`src/rlsr_pkg.sv`:
```
`default_nettype none
package rlsr_pkg;
  // ------------------------------------------------------------
  // register map
  // ------------------------------------------------------------
  localparam logic [7:0] ADR_CTRL   = 8'h00;
  localparam logic [7:0] ADR_STATUS = 8'h04;
  localparam logic [7:0] ADR_CMD    = 8'h08;
  localparam logic [7:0] ADR_POST   = 8'h0C;
  localparam logic [7:0] ADR_ERRQ   = 8'h10;
  localparam int CTRL_SRE  = 0;
  localparam int CTRL_URE  = 1;
  localparam int CTRL_BUSY = 2;
  localparam int CTRL_ADDR = 8;
  localparam int CMD_EXEC  = 2;
  localparam logic [4:0] ADDR_RST = 5'h10;
  localparam logic [1:0] KIND_QUERY   = 2'h0;
  localparam logic [1:0] KIND_SETTING = 2'h1;
  // ------------------------------------------------------------
  // interface message bytes (with atn)
  // ------------------------------------------------------------
  localparam logic [7:0] GP_GTL = 8'h01;
  localparam logic [7:0] GP_SDC = 8'h04;
  localparam logic [7:0] GP_LLO = 8'h11;
  localparam logic [7:0] GP_DCL = 8'h14;
  localparam logic [7:0] GP_SPE = 8'h18;
  localparam logic [7:0] GP_SPD = 8'h19;
  localparam logic [7:0] GP_UNL = 8'h3F;
  localparam logic [7:0] GP_UNT = 8'h5F;
  localparam logic [7:0] GP_MLA = 8'h20;
  localparam logic [7:0] GP_MTA = 8'h40;
  // ------------------------------------------------------------
  // error codes
  // ------------------------------------------------------------
  localparam int CW = 10;
  localparam logic [9:0] C_CMD_LO  = 10'h065;
  localparam logic [9:0] C_CMD_HI  = 10'h06A;
  localparam logic [9:0] C_LOCAL   = 10'h0C9;
  localparam logic [9:0] C_RTL     = 10'h0CA;
  localparam logic [9:0] C_PWR     = 10'h191;
  localparam logic [9:0] C_OPC     = 10'h192;
  localparam logic [9:0] C_USR     = 10'h193;
  localparam logic [9:0] C_FULL    = 10'h1C2;
  localparam logic [9:0] C_HALF    = 10'h1C3;
  localparam logic [9:0] C_RDY     = 10'h1C4;
  localparam logic [9:0] C_IERR    = 10'h1C5;
  localparam logic [9:0] C_OVF     = 10'h1C6;
  localparam logic [9:0] C_EWRN_LO = 10'h1F4;
  localparam logic [9:0] C_EWRN_HI = 10'h257;
  localparam logic [9:0] C_IWRN_LO = 10'h258;
  localparam logic [9:0] C_IWRN_HI = 10'h2BB;
  // event inputs: opc usr full half rdy ovf hwfail iwarn
  localparam int NEVT = 8;
  localparam int EVT_USR = 1;
  localparam logic [7:0][9:0] EVT_CODE = {10'h28A, C_IERR, C_OVF, C_RDY,
                                          C_HALF, C_FULL, C_USR, C_OPC};
  // ------------------------------------------------------------
  // status classes, index = priority (0 highest)
  // ------------------------------------------------------------
  localparam int NCL     = 12;
  localparam int CL_PWR  = 0;
  localparam int CL_CMD  = 1;
  localparam int CL_EXE  = 2;
  localparam int CL_USR  = 3;
  localparam int CL_FULL = 4;
  localparam int CL_HALF = 5;
  localparam int CL_OPC  = 6;
  localparam int CL_RDY  = 7;
  localparam int CL_EWRN = 8;
  localparam int CL_IWRN = 9;
  localparam int CL_IERR = 10;
  localparam int CL_OVF  = 11;
  localparam logic [11:0][7:0] STB_BASE = {8'hC9, 8'h63, 8'h66, 8'h65,
    8'hC8, 8'h42, 8'hC7, 8'hC6, 8'h43, 8'h62, 8'h61, 8'h41};
  localparam logic [7:0] STB_BUSY = 8'h10;
  localparam logic [7:0] STB_NONE = 8'h00;
  typedef enum logic [1:0] {
    local_state, remote_state, local_lockout_state, remote_lockout_state
  } rlsr_rl_type;
endpackage
`default_nettype wire

```
`src/rlsr_q_if.sv`:
```
`timescale 1ns/1ps
`default_nettype none
interface rlsr_q_if #(parameter int W = 10);
  logic         push;
  logic [W-1:0] wdata;
  logic         pop;
  logic         flush;
  logic [W-1:0] rdata;
  logic         empty;
  logic         full;
  modport user (output push, wdata, pop, flush, input rdata, empty, full);
  modport mem  (input push, wdata, pop, flush, output rdata, empty, full);
endinterface
`default_nettype wire

```
`src/rlsr_code_queue.sv`:
```
`timescale 1ns/1ps
`default_nettype none
module rlsr_code_queue #(
  parameter int W     = 10,
  parameter int DEPTH = 8
) (
  // clock and reset
  input wire logic pclk,
  input wire logic presetn,
  // queue port
  rlsr_q_if.mem    q
);
  localparam int AW = $clog2(DEPTH);
  if (DEPTH < 2 || (1 << AW) != DEPTH) begin : g_chk
    $error("queue depth must be a power of two, at least 2");
  end
  typedef struct packed {
    logic [DEPTH-1:0][W-1:0] mem;
    logic [AW-1:0]           wp;
    logic [AW-1:0]           rp;
    logic [AW:0]             cnt;
    logic [W-1:0]            rdata;
  } rlsr_q_state_type;
  rlsr_q_state_type s;
  rlsr_q_state_type next_s;
  logic do_pop;
  logic do_push;
  // ------------------------------------------------------------
  // queue update
  // ------------------------------------------------------------
  always_comb begin
    next_s  = s;
    do_pop  = q.pop && (s.cnt != '0);
    do_push = q.push && ((s.cnt != (AW+1)'(DEPTH)) || do_pop);
    if (do_push) begin
      next_s.mem[s.wp] = q.wdata;
      next_s.wp        = s.wp + 1'b1;
    end
    if (do_pop) begin
      next_s.rp = s.rp + 1'b1;
    end
    next_s.cnt = s.cnt + (AW+1)'(do_push) - (AW+1)'(do_pop);
    if (q.flush) begin
      next_s.wp  = '0;
      next_s.rp  = '0;
      next_s.cnt = '0;
    end
    next_s.rdata = next_s.mem[next_s.rp];
  end
  always_ff @(posedge pclk or negedge presetn) begin
    if (!presetn) begin
      s <= '0;
    end else begin
      s <= next_s;
    end
  end
  assign q.rdata = s.rdata;
  assign q.empty = (s.cnt == '0);
  assign q.full  = (s.cnt == (AW+1)'(DEPTH));
endmodule
`default_nettype wire

```
`src/rlsr_top.sv`:
```
// Our own choices: the register offsets and the APB interface to the registers.
`timescale 1ns/1ps
`default_nettype none
module rlsr_top #(
  parameter int QDEPTH = 8
) (
  // clock and reset
  input  wire logic        pclk,
  input  wire logic        presetn,
  // apb slave
  input  wire logic        psel,
  input  wire logic        penable,
  input  wire logic        pwrite,
  input  wire logic [7:0]  paddr,
  input  wire logic [31:0] pwdata,
  output logic      [31:0] prdata,
  output logic             pready,
  output logic             pslverr,
  // gpib side
  input  wire logic        ren,
  input  wire logic        atn,
  input  wire logic        ifc,
  input  wire logic        bus_strobe,
  input  wire logic [7:0]  bus_byte,
  input  wire logic        poll_read,
  // front panel
  input  wire logic        key_press,
  input  wire logic        key_exempt,
  // device events
  input  wire logic [7:0]  evt,
  // status outputs
  output logic             srq,
  output logic      [7:0]  stb_byte,
  output logic             remote_ind,
  output logic             setting_en,
  output logic             listen_active,
  output logic             talk_active,
  output logic             poll_mode
);
  if (QDEPTH < 2) begin : g_chk
    $error("queue depth below 2");
  end
  typedef struct packed {
    rlsr_pkg::rlsr_rl_type rl;
    logic                  listen;
    logic                  talk;
    logic                  spe;
    logic                  service_request_enable;
    logic                  ure;
    logic                  busy;
    logic [4:0]            addr;
    logic                  executing;
    logic                  rejected;
    logic [11:0]           pend;
    logic [7:0]            stb;
    logic                  srq;
    logic                  remote;
    logic [31:0]           prdata;
    logic                  pready;
    logic                  pslverr;
  } rlsr_state_type;
  rlsr_state_type s;
  rlsr_state_type next_s;
  rlsr_q_if #(.W(rlsr_pkg::CW)) q ();
  rlsr_code_queue #(.W(rlsr_pkg::CW), .DEPTH(QDEPTH)) u_queue (
    .pclk    (pclk),
    .presetn (presetn),
    .q       (q)
  );
  // ------------------------------------------------------------
  // helpers
  // ------------------------------------------------------------
  function automatic logic [3:0] code_class(input logic [9:0] c);
    if (c >= rlsr_pkg::C_CMD_LO && c <= rlsr_pkg::C_CMD_HI) begin
      code_class = 4'(rlsr_pkg::CL_CMD);
    end else if (c == rlsr_pkg::C_PWR) begin
      code_class = 4'(rlsr_pkg::CL_PWR);
    end else if (c == rlsr_pkg::C_OPC) begin
      code_class = 4'(rlsr_pkg::CL_OPC);
    end else if (c == rlsr_pkg::C_USR) begin
      code_class = 4'(rlsr_pkg::CL_USR);
    end else if (c == rlsr_pkg::C_FULL) begin
      code_class = 4'(rlsr_pkg::CL_FULL);
    end else if (c == rlsr_pkg::C_HALF) begin
      code_class = 4'(rlsr_pkg::CL_HALF);
    end else if (c == rlsr_pkg::C_RDY) begin
      code_class = 4'(rlsr_pkg::CL_RDY);
    end else if (c == rlsr_pkg::C_IERR) begin
      code_class = 4'(rlsr_pkg::CL_IERR);
    end else if (c == rlsr_pkg::C_OVF) begin
      code_class = 4'(rlsr_pkg::CL_OVF);
    end else if (c >= rlsr_pkg::C_EWRN_LO && c <= rlsr_pkg::C_EWRN_HI) begin
      code_class = 4'(rlsr_pkg::CL_EWRN);
    end else if (c >= rlsr_pkg::C_IWRN_LO && c <= rlsr_pkg::C_IWRN_HI) begin
      code_class = 4'(rlsr_pkg::CL_IWRN);
    end else begin
      code_class = 4'(rlsr_pkg::CL_EXE);
    end
  endfunction
  function automatic logic [3:0] top_class(input logic [11:0] p);
    top_class = 4'(rlsr_pkg::NCL);
    for (int i = rlsr_pkg::NCL - 1; i >= 0; i--) begin
      if (p[i]) begin
        top_class = 4'(i);
      end
    end
  endfunction
  logic       setup;
  logic       acc;
  logic       msg;
  logic       mla;
  logic       mta;
  logic       gtl;
  logic       llo;
  logic       dcl;
  logic       key_force;
  logic       local_any;
  logic       post_v;
  logic [9:0] post_c;
  logic       hw_v;
  logic [9:0] hw_c;
  logic [11:0] set_v;
  logic [11:0] clr_v;
  logic [3:0] shown;
  logic [3:0] nshown;
  // ------------------------------------------------------------
  // next state
  // ------------------------------------------------------------
  always_comb begin
    next_s         = s;
    next_s.pready  = 1'b0;
    next_s.pslverr = 1'b0;
    setup     = psel && !penable && !s.pready;
    acc       = psel && penable && s.pready;
    msg       = bus_strobe && atn;
    mla       = msg && (bus_byte == (rlsr_pkg::GP_MLA | {3'h0, s.addr}));
    mta       = msg && (bus_byte == (rlsr_pkg::GP_MTA | {3'h0, s.addr}));
    gtl       = msg && (bus_byte == rlsr_pkg::GP_GTL) && s.listen;
    llo       = msg && (bus_byte == rlsr_pkg::GP_LLO);
    dcl       = msg && ((bus_byte == rlsr_pkg::GP_DCL) ||
                ((bus_byte == rlsr_pkg::GP_SDC) && s.listen));
    key_force = key_press && !key_exempt;
    local_any = (s.rl == rlsr_pkg::local_state) ||
                (s.rl == rlsr_pkg::local_lockout_state);
    hw_v      = 1'b0;
    hw_c      = rlsr_pkg::C_LOCAL;
    post_v    = 1'b0;
    post_c    = '0;
    set_v     = '0;
    clr_v     = '0;
    shown     = top_class(s.pend);
    // addressing
    if (mla) next_s.listen = 1'b1;
    if (mta) next_s.talk = 1'b1;
    if (msg && bus_byte == rlsr_pkg::GP_UNL) next_s.listen = 1'b0;
    if (msg && bus_byte == rlsr_pkg::GP_UNT) next_s.talk = 1'b0;
    if (msg && bus_byte == rlsr_pkg::GP_SPE) next_s.spe = 1'b1;
    if (msg && bus_byte == rlsr_pkg::GP_SPD) next_s.spe = 1'b0;
    if (ifc) begin
      next_s.listen = 1'b0;
      next_s.talk   = 1'b0;
      next_s.spe    = 1'b0;
    end
    // remote/local machine
    case (s.rl)
      rlsr_pkg::local_state: begin
        if (llo && ren) begin
          next_s.rl = rlsr_pkg::local_lockout_state;
        end else if (mla && ren && !key_press) begin
          next_s.rl = rlsr_pkg::remote_state;
        end
      end
      rlsr_pkg::remote_state: begin
        if (gtl || key_force) begin
          next_s.rl = rlsr_pkg::local_state;
          if (key_force && s.executing) begin
            hw_v = 1'b1;
            hw_c = rlsr_pkg::C_RTL;
            next_s.executing = 1'b0;
          end
        end else if (llo) begin
          next_s.rl = rlsr_pkg::remote_lockout_state;
        end
      end
      rlsr_pkg::local_lockout_state: begin
        if (mla && ren) begin
          next_s.rl = rlsr_pkg::remote_lockout_state;
        end
      end
      rlsr_pkg::remote_lockout_state: begin
        if (gtl) begin
          next_s.rl = rlsr_pkg::local_lockout_state;
        end
      end
      default: next_s.rl = rlsr_pkg::local_state;
    endcase
    if (!ren) begin
      next_s.rl = rlsr_pkg::local_state;
    end
    // apb read data, taken in the setup cycle
    if (setup) begin
      next_s.pready = 1'b1;
      next_s.prdata = '0;
      case (paddr)
        rlsr_pkg::ADR_CTRL: begin
          next_s.prdata[rlsr_pkg::CTRL_SRE]  = s.service_request_enable;
          next_s.prdata[rlsr_pkg::CTRL_URE]  = s.ure;
          next_s.prdata[rlsr_pkg::CTRL_BUSY] = s.busy;
          next_s.prdata[rlsr_pkg::CTRL_ADDR +: 5] = s.addr;
        end
        rlsr_pkg::ADR_STATUS: begin
          next_s.prdata[15:0] = {4'h0, s.pend};
          next_s.prdata[23:16] = s.stb;
          next_s.prdata[31:24] = {s.rejected, s.executing, s.spe, s.talk,
                                  s.listen, s.remote, 2'(s.rl)};
        end
        rlsr_pkg::ADR_CMD: next_s.prdata[0] = s.rejected;
        rlsr_pkg::ADR_POST: next_s.prdata = '0;
        rlsr_pkg::ADR_ERRQ: begin
          if (!q.empty) begin
            next_s.prdata[9:0] = q.rdata;
          end else if (s.pend[rlsr_pkg::CL_PWR]) begin
            next_s.prdata[9:0] = rlsr_pkg::C_PWR;
          end
        end
        default: next_s.pslverr = 1'b1;
      endcase
    end
    // apb access completion
    if (acc && pwrite) begin
      case (paddr)
        rlsr_pkg::ADR_CTRL: begin
          next_s.service_request_enable  = pwdata[rlsr_pkg::CTRL_SRE];
          next_s.ure  = pwdata[rlsr_pkg::CTRL_URE];
          next_s.busy = pwdata[rlsr_pkg::CTRL_BUSY];
          next_s.addr = pwdata[rlsr_pkg::CTRL_ADDR +: 5];
        end
        rlsr_pkg::ADR_CMD: begin
          if (pwdata[1:0] == rlsr_pkg::KIND_SETTING && local_any) begin
            next_s.rejected = 1'b1;
            hw_v = 1'b1;
            hw_c = rlsr_pkg::C_LOCAL;
          end else begin
            next_s.rejected  = 1'b0;
            next_s.executing = pwdata[rlsr_pkg::CMD_EXEC];
          end
        end
        rlsr_pkg::ADR_POST: begin
          post_v = 1'b1;
          post_c = pwdata[9:0];
          if (code_class(post_c) == 4'(rlsr_pkg::CL_CMD)) begin
            next_s.executing = 1'b0;
          end
        end
        default: ;
      endcase
    end
    if (acc && !pwrite && paddr == rlsr_pkg::ADR_ERRQ && !s.service_request_enable) begin
      clr_v[rlsr_pkg::CL_PWR] = 1'b1;
    end
    // status classes
    if (hw_v) set_v[code_class(hw_c)] = 1'b1;
    if (post_v) set_v[code_class(post_c)] = 1'b1;
    for (int i = 0; i < rlsr_pkg::NEVT; i++) begin
      if (evt[i] && (i != rlsr_pkg::EVT_USR || s.ure)) begin
        set_v[code_class(rlsr_pkg::EVT_CODE[i])] = 1'b1;
      end
    end
    if (poll_read && s.spe && s.talk && shown < 4'(rlsr_pkg::NCL)) begin
      if (shown != 4'(rlsr_pkg::CL_PWR) || s.service_request_enable) begin
        clr_v[shown] = 1'b1;
      end
    end
    if (dcl) begin
      clr_v = clr_v | ~12'h001;
    end
    next_s.pend = (s.pend & ~clr_v) | set_v;
    nshown = top_class(next_s.pend);
    if (nshown < 4'(rlsr_pkg::NCL)) begin
      next_s.stb = rlsr_pkg::STB_BASE[nshown];
    end else begin
      next_s.stb = rlsr_pkg::STB_NONE;
    end
    if (next_s.busy) begin
      next_s.stb = next_s.stb | rlsr_pkg::STB_BUSY;
    end
    next_s.srq = next_s.service_request_enable && (next_s.pend != '0);
    next_s.remote = (next_s.rl == rlsr_pkg::remote_state) ||
                    (next_s.rl == rlsr_pkg::remote_lockout_state);
  end
  // ------------------------------------------------------------
  // code queue feed
  // ------------------------------------------------------------
  logic [9:0] evt_code;
  logic       evt_v;
  always_comb begin
    evt_v    = 1'b0;
    evt_code = '0;
    for (int i = rlsr_pkg::NEVT - 1; i >= 0; i--) begin
      if (evt[i] && (i != rlsr_pkg::EVT_USR || s.ure)) begin
        evt_v    = 1'b1;
        evt_code = rlsr_pkg::EVT_CODE[i];
      end
    end
  end
  assign q.push  = hw_v || post_v || evt_v;
  assign q.wdata = hw_v ? hw_c : (post_v ? post_c : evt_code);
  assign q.pop   = acc && !pwrite && (paddr == rlsr_pkg::ADR_ERRQ);
  assign q.flush = dcl;
  // ------------------------------------------------------------
  // state register
  // ------------------------------------------------------------
  always_ff @(posedge pclk or negedge presetn) begin
    if (!presetn) begin
      s      <= '0;
      s.rl   <= rlsr_pkg::local_state;
      s.service_request_enable  <= 1'b1;
      s.addr <= rlsr_pkg::ADDR_RST;
      s.pend <= 12'h001;
      s.stb  <= 8'h41;
      s.srq  <= 1'b1;
    end else begin
      s <= next_s;
    end
  end
  assign prdata        = s.prdata;
  assign pready        = s.pready;
  assign pslverr       = s.pslverr;
  assign srq           = s.srq;
  assign stb_byte      = s.stb;
  assign remote_ind    = s.remote;
  assign setting_en    = s.remote;
  assign listen_active = s.listen;
  assign talk_active   = s.talk;
  assign poll_mode     = s.spe;
  // ------------------------------------------------------------
  // checks
  // ------------------------------------------------------------
  property p_ren_local;
    @(posedge pclk) disable iff (!presetn)
      !ren |=> (s.rl == rlsr_pkg::local_state) && !remote_ind;
  endproperty
  a_ren_local: assert property (p_ren_local) else $error("ren low not local");
  property p_go_remote;
    @(posedge pclk) disable iff (!presetn)
      (s.rl == rlsr_pkg::local_state) && ren && mla && !key_press && !llo
      |=> (s.rl == rlsr_pkg::remote_state) && remote_ind;
  endproperty
  a_go_remote: assert property (p_go_remote) else $error("no remote entry");
  property p_key_local;
    @(posedge pclk) disable iff (!presetn)
      (s.rl == rlsr_pkg::remote_state) && ren && key_force
      |=> s.rl == rlsr_pkg::local_state;
  endproperty
  a_key_local: assert property (p_key_local) else $error("key kept remote");
  property p_llo;
    @(posedge pclk) disable iff (!presetn)
      (s.rl == rlsr_pkg::remote_state) && ren && llo && !gtl && !key_force
      |=> s.rl == rlsr_pkg::remote_lockout_state;
  endproperty
  a_llo: assert property (p_llo) else $error("llo not taken");
  property p_local_lockout_state_dark;
    @(posedge pclk) disable iff (!presetn)
      s.rl == rlsr_pkg::local_lockout_state |-> !remote_ind && !setting_en;
  endproperty
  a_local_lockout_state_dark: assert property (p_local_lockout_state_dark) else $error("lockout lit");
  property p_remote_lockout_state_keys;
    @(posedge pclk) disable iff (!presetn)
      (s.rl == rlsr_pkg::remote_lockout_state) && ren && !gtl && key_press
      |=> (s.rl == rlsr_pkg::remote_lockout_state) && remote_ind;
  endproperty
  a_remote_lockout_state_keys: assert property (p_remote_lockout_state_keys) else $error("key left lockout");
  property p_gtl_remote_lockout_state;
    @(posedge pclk) disable iff (!presetn)
      (s.rl == rlsr_pkg::remote_lockout_state) && ren && gtl
      |=> s.rl == rlsr_pkg::local_lockout_state;
  endproperty
  a_gtl_remote_lockout_state: assert property (p_gtl_remote_lockout_state) else $error("gtl wrong state");
  property p_pwr_dcl;
    @(posedge pclk) disable iff (!presetn)
      s.pend[rlsr_pkg::CL_PWR] && dcl && !poll_read && !q.pop
      |=> s.pend[rlsr_pkg::CL_PWR];
  endproperty
  a_pwr_dcl: assert property (p_pwr_dcl) else $error("power-on lost on clear");
  property p_reject;
    @(posedge pclk) disable iff (!presetn)
      acc && pwrite && paddr == rlsr_pkg::ADR_CMD && local_any &&
      pwdata[1:0] == rlsr_pkg::KIND_SETTING
      |=> s.rejected && s.pend[rlsr_pkg::CL_EXE] && stb_byte != rlsr_pkg::STB_NONE;
  endproperty
  a_reject: assert property (p_reject) else $error("local setting not refused");
  property p_srq;
    @(posedge pclk) disable iff (!presetn)
      srq |-> s.service_request_enable && (s.pend != '0) && stb_byte[6];
  endproperty
  a_srq: assert property (p_srq) else $error("srq without cause");
endmodule
`default_nettype wire

```
`config.mk`:
```
export PLATFORM = sky130hd
export DESIGN_NAME = rlsr_top
export DESIGN_NICKNAME = d
export VERILOG_FILES = /design/src/rlsr_pkg.sv /design/src/rlsr_q_if.sv /design/src/rlsr_code_queue.sv /design/src/rlsr_top.sv
export SDC_FILE = /design/constraint.sdc
export NUM_CORES = 1
export LEC_CHECK = 0
export BUFFER_PORTS_ARGS = -buffer_cell sky130_fd_sc_hd__buf_2
export CAP_MARGIN = 25
export CORE_MARGIN = 4
export CORE_UTILIZATION = 52
export DETAILED_ROUTE_END_ITERATION = 12
export PLACE_DENSITY = 0.73
export SYNTH_ARGS = -nofsm -noshare
export SYNTH_HDL_FRONTEND = slang
export SYNTH_SLANG_ARGS = --single-unit
export TNS_END_PERCENT = 100
```
`constraint.sdc`:
```
create_clock -name pclk -period 3.2 [get_ports pclk]
set_clock_uncertainty 0.2 [all_clocks]
set_input_delay 0 -clock pclk [delete_from_list [all_inputs] [get_ports pclk]]
set_output_delay 0 -clock pclk [all_outputs]
set_load 0.1 [all_outputs]
```
==> impl_results.md <==
- Pwr per Cell Area: 601.0 nW/um^2
- DRT Pass-1 Iters: 5
- CP Capture Type: register
- CP Launch Type: register
- First-pass GRT wire length: 45,490 um
- Design area: 11,810 um^2
- DP Area: 10,420 um^2
- Final Hold Vio Count: 6
- Die X: 140.3 um
- Share of cells above drive strength 1: 0.3234
- Min-delay worst type: input pin to asynchronous set/reset pin
- Nets: 1,247
- Die ar.: 19,690 um^2
- Cell area after synthesis: 9104 um^2
- Syn. warnings: 0
- Arr. time, crit path: 3.56 ns
- Largest net degree at the start of global routing: 88
- Max Cap Viol: 0
- Part of the cycle the worst path needs: 1.070
- Count of pins over their slew limit: 0
- DP Wirelength: 20,850 um
- Critical path class: register to register
- Max H-tree Level: 4
- Reg clk slew, reported paths: 0.07 ns
- Comb pwr share: 0.313
- Die Height: 140.3 um
- Buffers added on ports: 93
- CTS tree: yes
- Post-synthesis sequential area ratio: 0.4544
- Min setup slack post-route: -0.2248 ns
- Register area: 4155 um^2
- CP Max Fanout: 4
- Synth unique cells: 102
- Drt wl/cell: 20.94 um
- Grt total ovfl: 0
- Commonest non-fill, non-tap cell in the layout: dfrtp_1
- Post-Syn Instances: 945
- ANT cells: 0
- Ys async rst share: 1.000
- Clock buffer depth: 2
- Dpl ws: -0.2570 ns
- Synth Flop Type: dfrtp_1
- Number of global-route vias before repair: 8,190
- Vias after detailed routing: 8,562
- Syn-to-layout area delta: 29.77%
- Sw frac: 0.3490
- Worst-Margin Slew: 0.8348 ns
- DRC violations left: 0
- Core area: 17,240 um^2
- Failing checks: hold timing, setup timing
- I/O pins: 116
- Min cycle time layout: 3.425 ns
- Leak Pwr: 0.005377 uW
- Fillers: 1,302
- Mean post-synth cell area: 9.634 um^2
- Post-synth EDFFs: 0
- Outcome: complete, but fails checks
- CP required: 3.34 ns
- Core Rows: 48
- Slowest-stage cell, CP: or4_4
- Clock share of power: 0.297
- Worst skew pair latency: 0.43 ns
- Worst path max stage delay: 0.53 ns
- Worst hold slack: -0.02513 ns
- DRT iter0 DRCs: 991
- Antenna violations before repair: 2
- Most frequent cells in the layout: 154 x dfrtp_1, 132 x buf_4, 104 x nand2_1
- Yosys reg bits: 165
- Final Setup Violations: 6
- Total wire length after detailed routing: 29,370 um
- Multi-input gate area: 4622 um^2
- FMAX: 292.0 MHz
- Clock sink count: 165
- Starting density of the core: 0.5282
- DRT antenna net count: 0
- Cell-internal power: 4622 uW
- Cell Chain, Critical Path: or4_4 > a2111oi_4 > buf_4 > nand3_1 > a31oi_4 > a211o_2 > a21boi_2 > o31a_1 > ha_2 > or3b_1 > mux2i_1
- CTS buffer count: 17
- Worst VDD drop: 506.0 uV
- Clock Tree Root: clkbuf_16
- Global-route usage over all layers: 0.2936
- Average vias per placed instance: 6.103
- Net Switching: 2478 uW
- Max_slew headroom: 0.4435
- Reg power frac: 0.390
- GPL Wtd Cong: 1.004
- RSZ-0062 raised after global routing: yes
-- layout make-up --
class | instances | share of cell area
Clock buffer | 18 | 0.03633
Clock inverter | 14 | 0.01387
Inverter | 35 | 0.01112
Multi-Input combinational cell | 666 | 0.3912
Sequential cell | 165 | 0.3517
Tap cell | 225 | 0.02383
Timing Repair Buffer | 280 | 0.1719
-- state kept, by name (all words and copies together) (netlist names) --
signal and flops:
listen_active 1, poll_mode 1, prdata 28, pready 1, pslverr 1, s 23, srq 1, stb_byte 8
talk_active 1, u_queue.q.rdata 10, u_queue.s 90
-- worst paths after layout --
kind                                   startpoint                     end  slack (ns)  cells past startpoint
max reg2reg                       s[51]$_DFF_PN0_   stb_byte[5]$_DFF_PN0_       -0.22                     11
min reg2reg                prdata[20]$_DFFE_PN0P_  prdata[20]$_DFFE_PN0P_        0.26                      2
min                                       presetn  prdata[26]$_DFFE_PN0P_       -0.03                      2
min in group pclk                        paddr[3]   prdata[0]$_DFFE_PN0P_        0.02                      5
max                               s[51]$_DFF_PN0_   stb_byte[5]$_DFF_PN0_       -0.22                     11
max in group asynchronous                 presetn           srq$_DFF_PN1_        1.84                      3
-- critical path, delay by kind of cell (launching register included) --
| kind | cells | cell delay (ns) |
|---|---|---|
| and+or+nand+nor | 3 | 1.01 |
| muxes | 1 | 0.17 |
| adders and majority gates | 1 | 0.18 |
| DFF | 1 | 0.43 |
| AOI/OAI and AO/OA | 5 | 1.14 |
| buffers and inverters | 1 | 0.20 |
-- repair_timing --
item / 4_1_cts / 5_1_grt
setup buffers: 4 / 13
hold buffers: 43 / 0
pin swaps: 12 / 19
cloned: 0 / 1
hold endpoints to repair: 142 / 0
setup endpoints to repair: 7 / 17
gates resized for setup: 6 / 50
-- metal layers --
layer / wire [um] / share of wire / track usage
met2: 13800 / 0.47 / 0.4534
met3: 2639 / 0.090 / 0.06999
met1: 12220 / 0.42 / 0.4075
met4: 699 / 0.024 / 0.1040
met5: 13 / 0.00044 / 0
-- synth_stat cells (6+ instances only) --
cell type,count,area [um^2]
nand3_1,31,155.2
nor4_1,8,50.05
xnor2_1,6,52.55
dfrtp_1,159,3979
nor2b_1,6,37.54
nand2b_1,9,56.30
mux2_2,25,281.5
mux2i_1,11,110.1
o22a_1,10,87.58
clkbuf_1,20,75.07
a31oi_1,8,50.05
inv_1,32,120.1
ha_1,13,162.7
o211a_1,6,60.06
o22ai_1,11,68.82
buf_2,13,65.06
a21o_1,6,45.04
nor3b_1,8,60.06
a211oi_1,11,82.58
o211ai_1,8,60.06
o21ai_0,34,170.2
nor3_1,26,130.1
buf_1,7,26.28
nand4_1,9,56.30
a21oi_1,47,235.2
nor2_1,77,289.0
a221o_1,12,120.1
buf_4,41,307.8
a22o_1,19,166.4
nand2_1,106,397.9
o21ai_1,10,50.05
o31ai_1,9,67.56
dfstp_2,6,157.7
and2_1,12,75.07
-- cell families after synthesis --
| group | after synthesis | share of synthesized area |
|---|---|---|
| AO/OA/AOI/OAI | 258 | 0.2110 |
| XOR/XNOR | 10 | 0.009620 |
| adder cells (fa/ha/maj) | 14 | 0.02007 |
| buffers and inverters | 116 | 0.06652 |
| flip-flops | 165 | 0.4544 |
| multiplexers | 36 | 0.04302 |
| other | 1 | 0.0004119 |
| AND/OR/NAND/NOR | 345 | 0.1950 |
-- power by group through the flow --
| stage | clock [uW] | combinational [uW] | sequential, uW |
|---|---|---|---|
| 2_1_floorplan | 0 | 1430 | 2690 |
| 3_3_place_gp | 0 | 1990 | 2780 |
| 3_5_place_dp | 0 | 2050 | 2790 |
| 4_1_cts | 2120 | 2090 | 2760 |
| 5_1_grt | 2220 | 2390 | 2810 |
| 6_report | 2110 | 2220 | 2770 |
-- metrics by stage --
stage	util	total power, uW	TNS (ns)	instances
4_1_cts	0.6667	6972	-0.7549	1389
6_report	0.6854	7100	-0.8708	1403
2_1_floorplan	-	4118	-0.3154	947
5_1_grt	0.6854	7421	-1.531	1403
3_5_place_dp	0.6045	4831	-0.9859	1310
3_3_place_gp	0.6045	4768	-0.7055	1310
(Power assumes the default switching activity.)
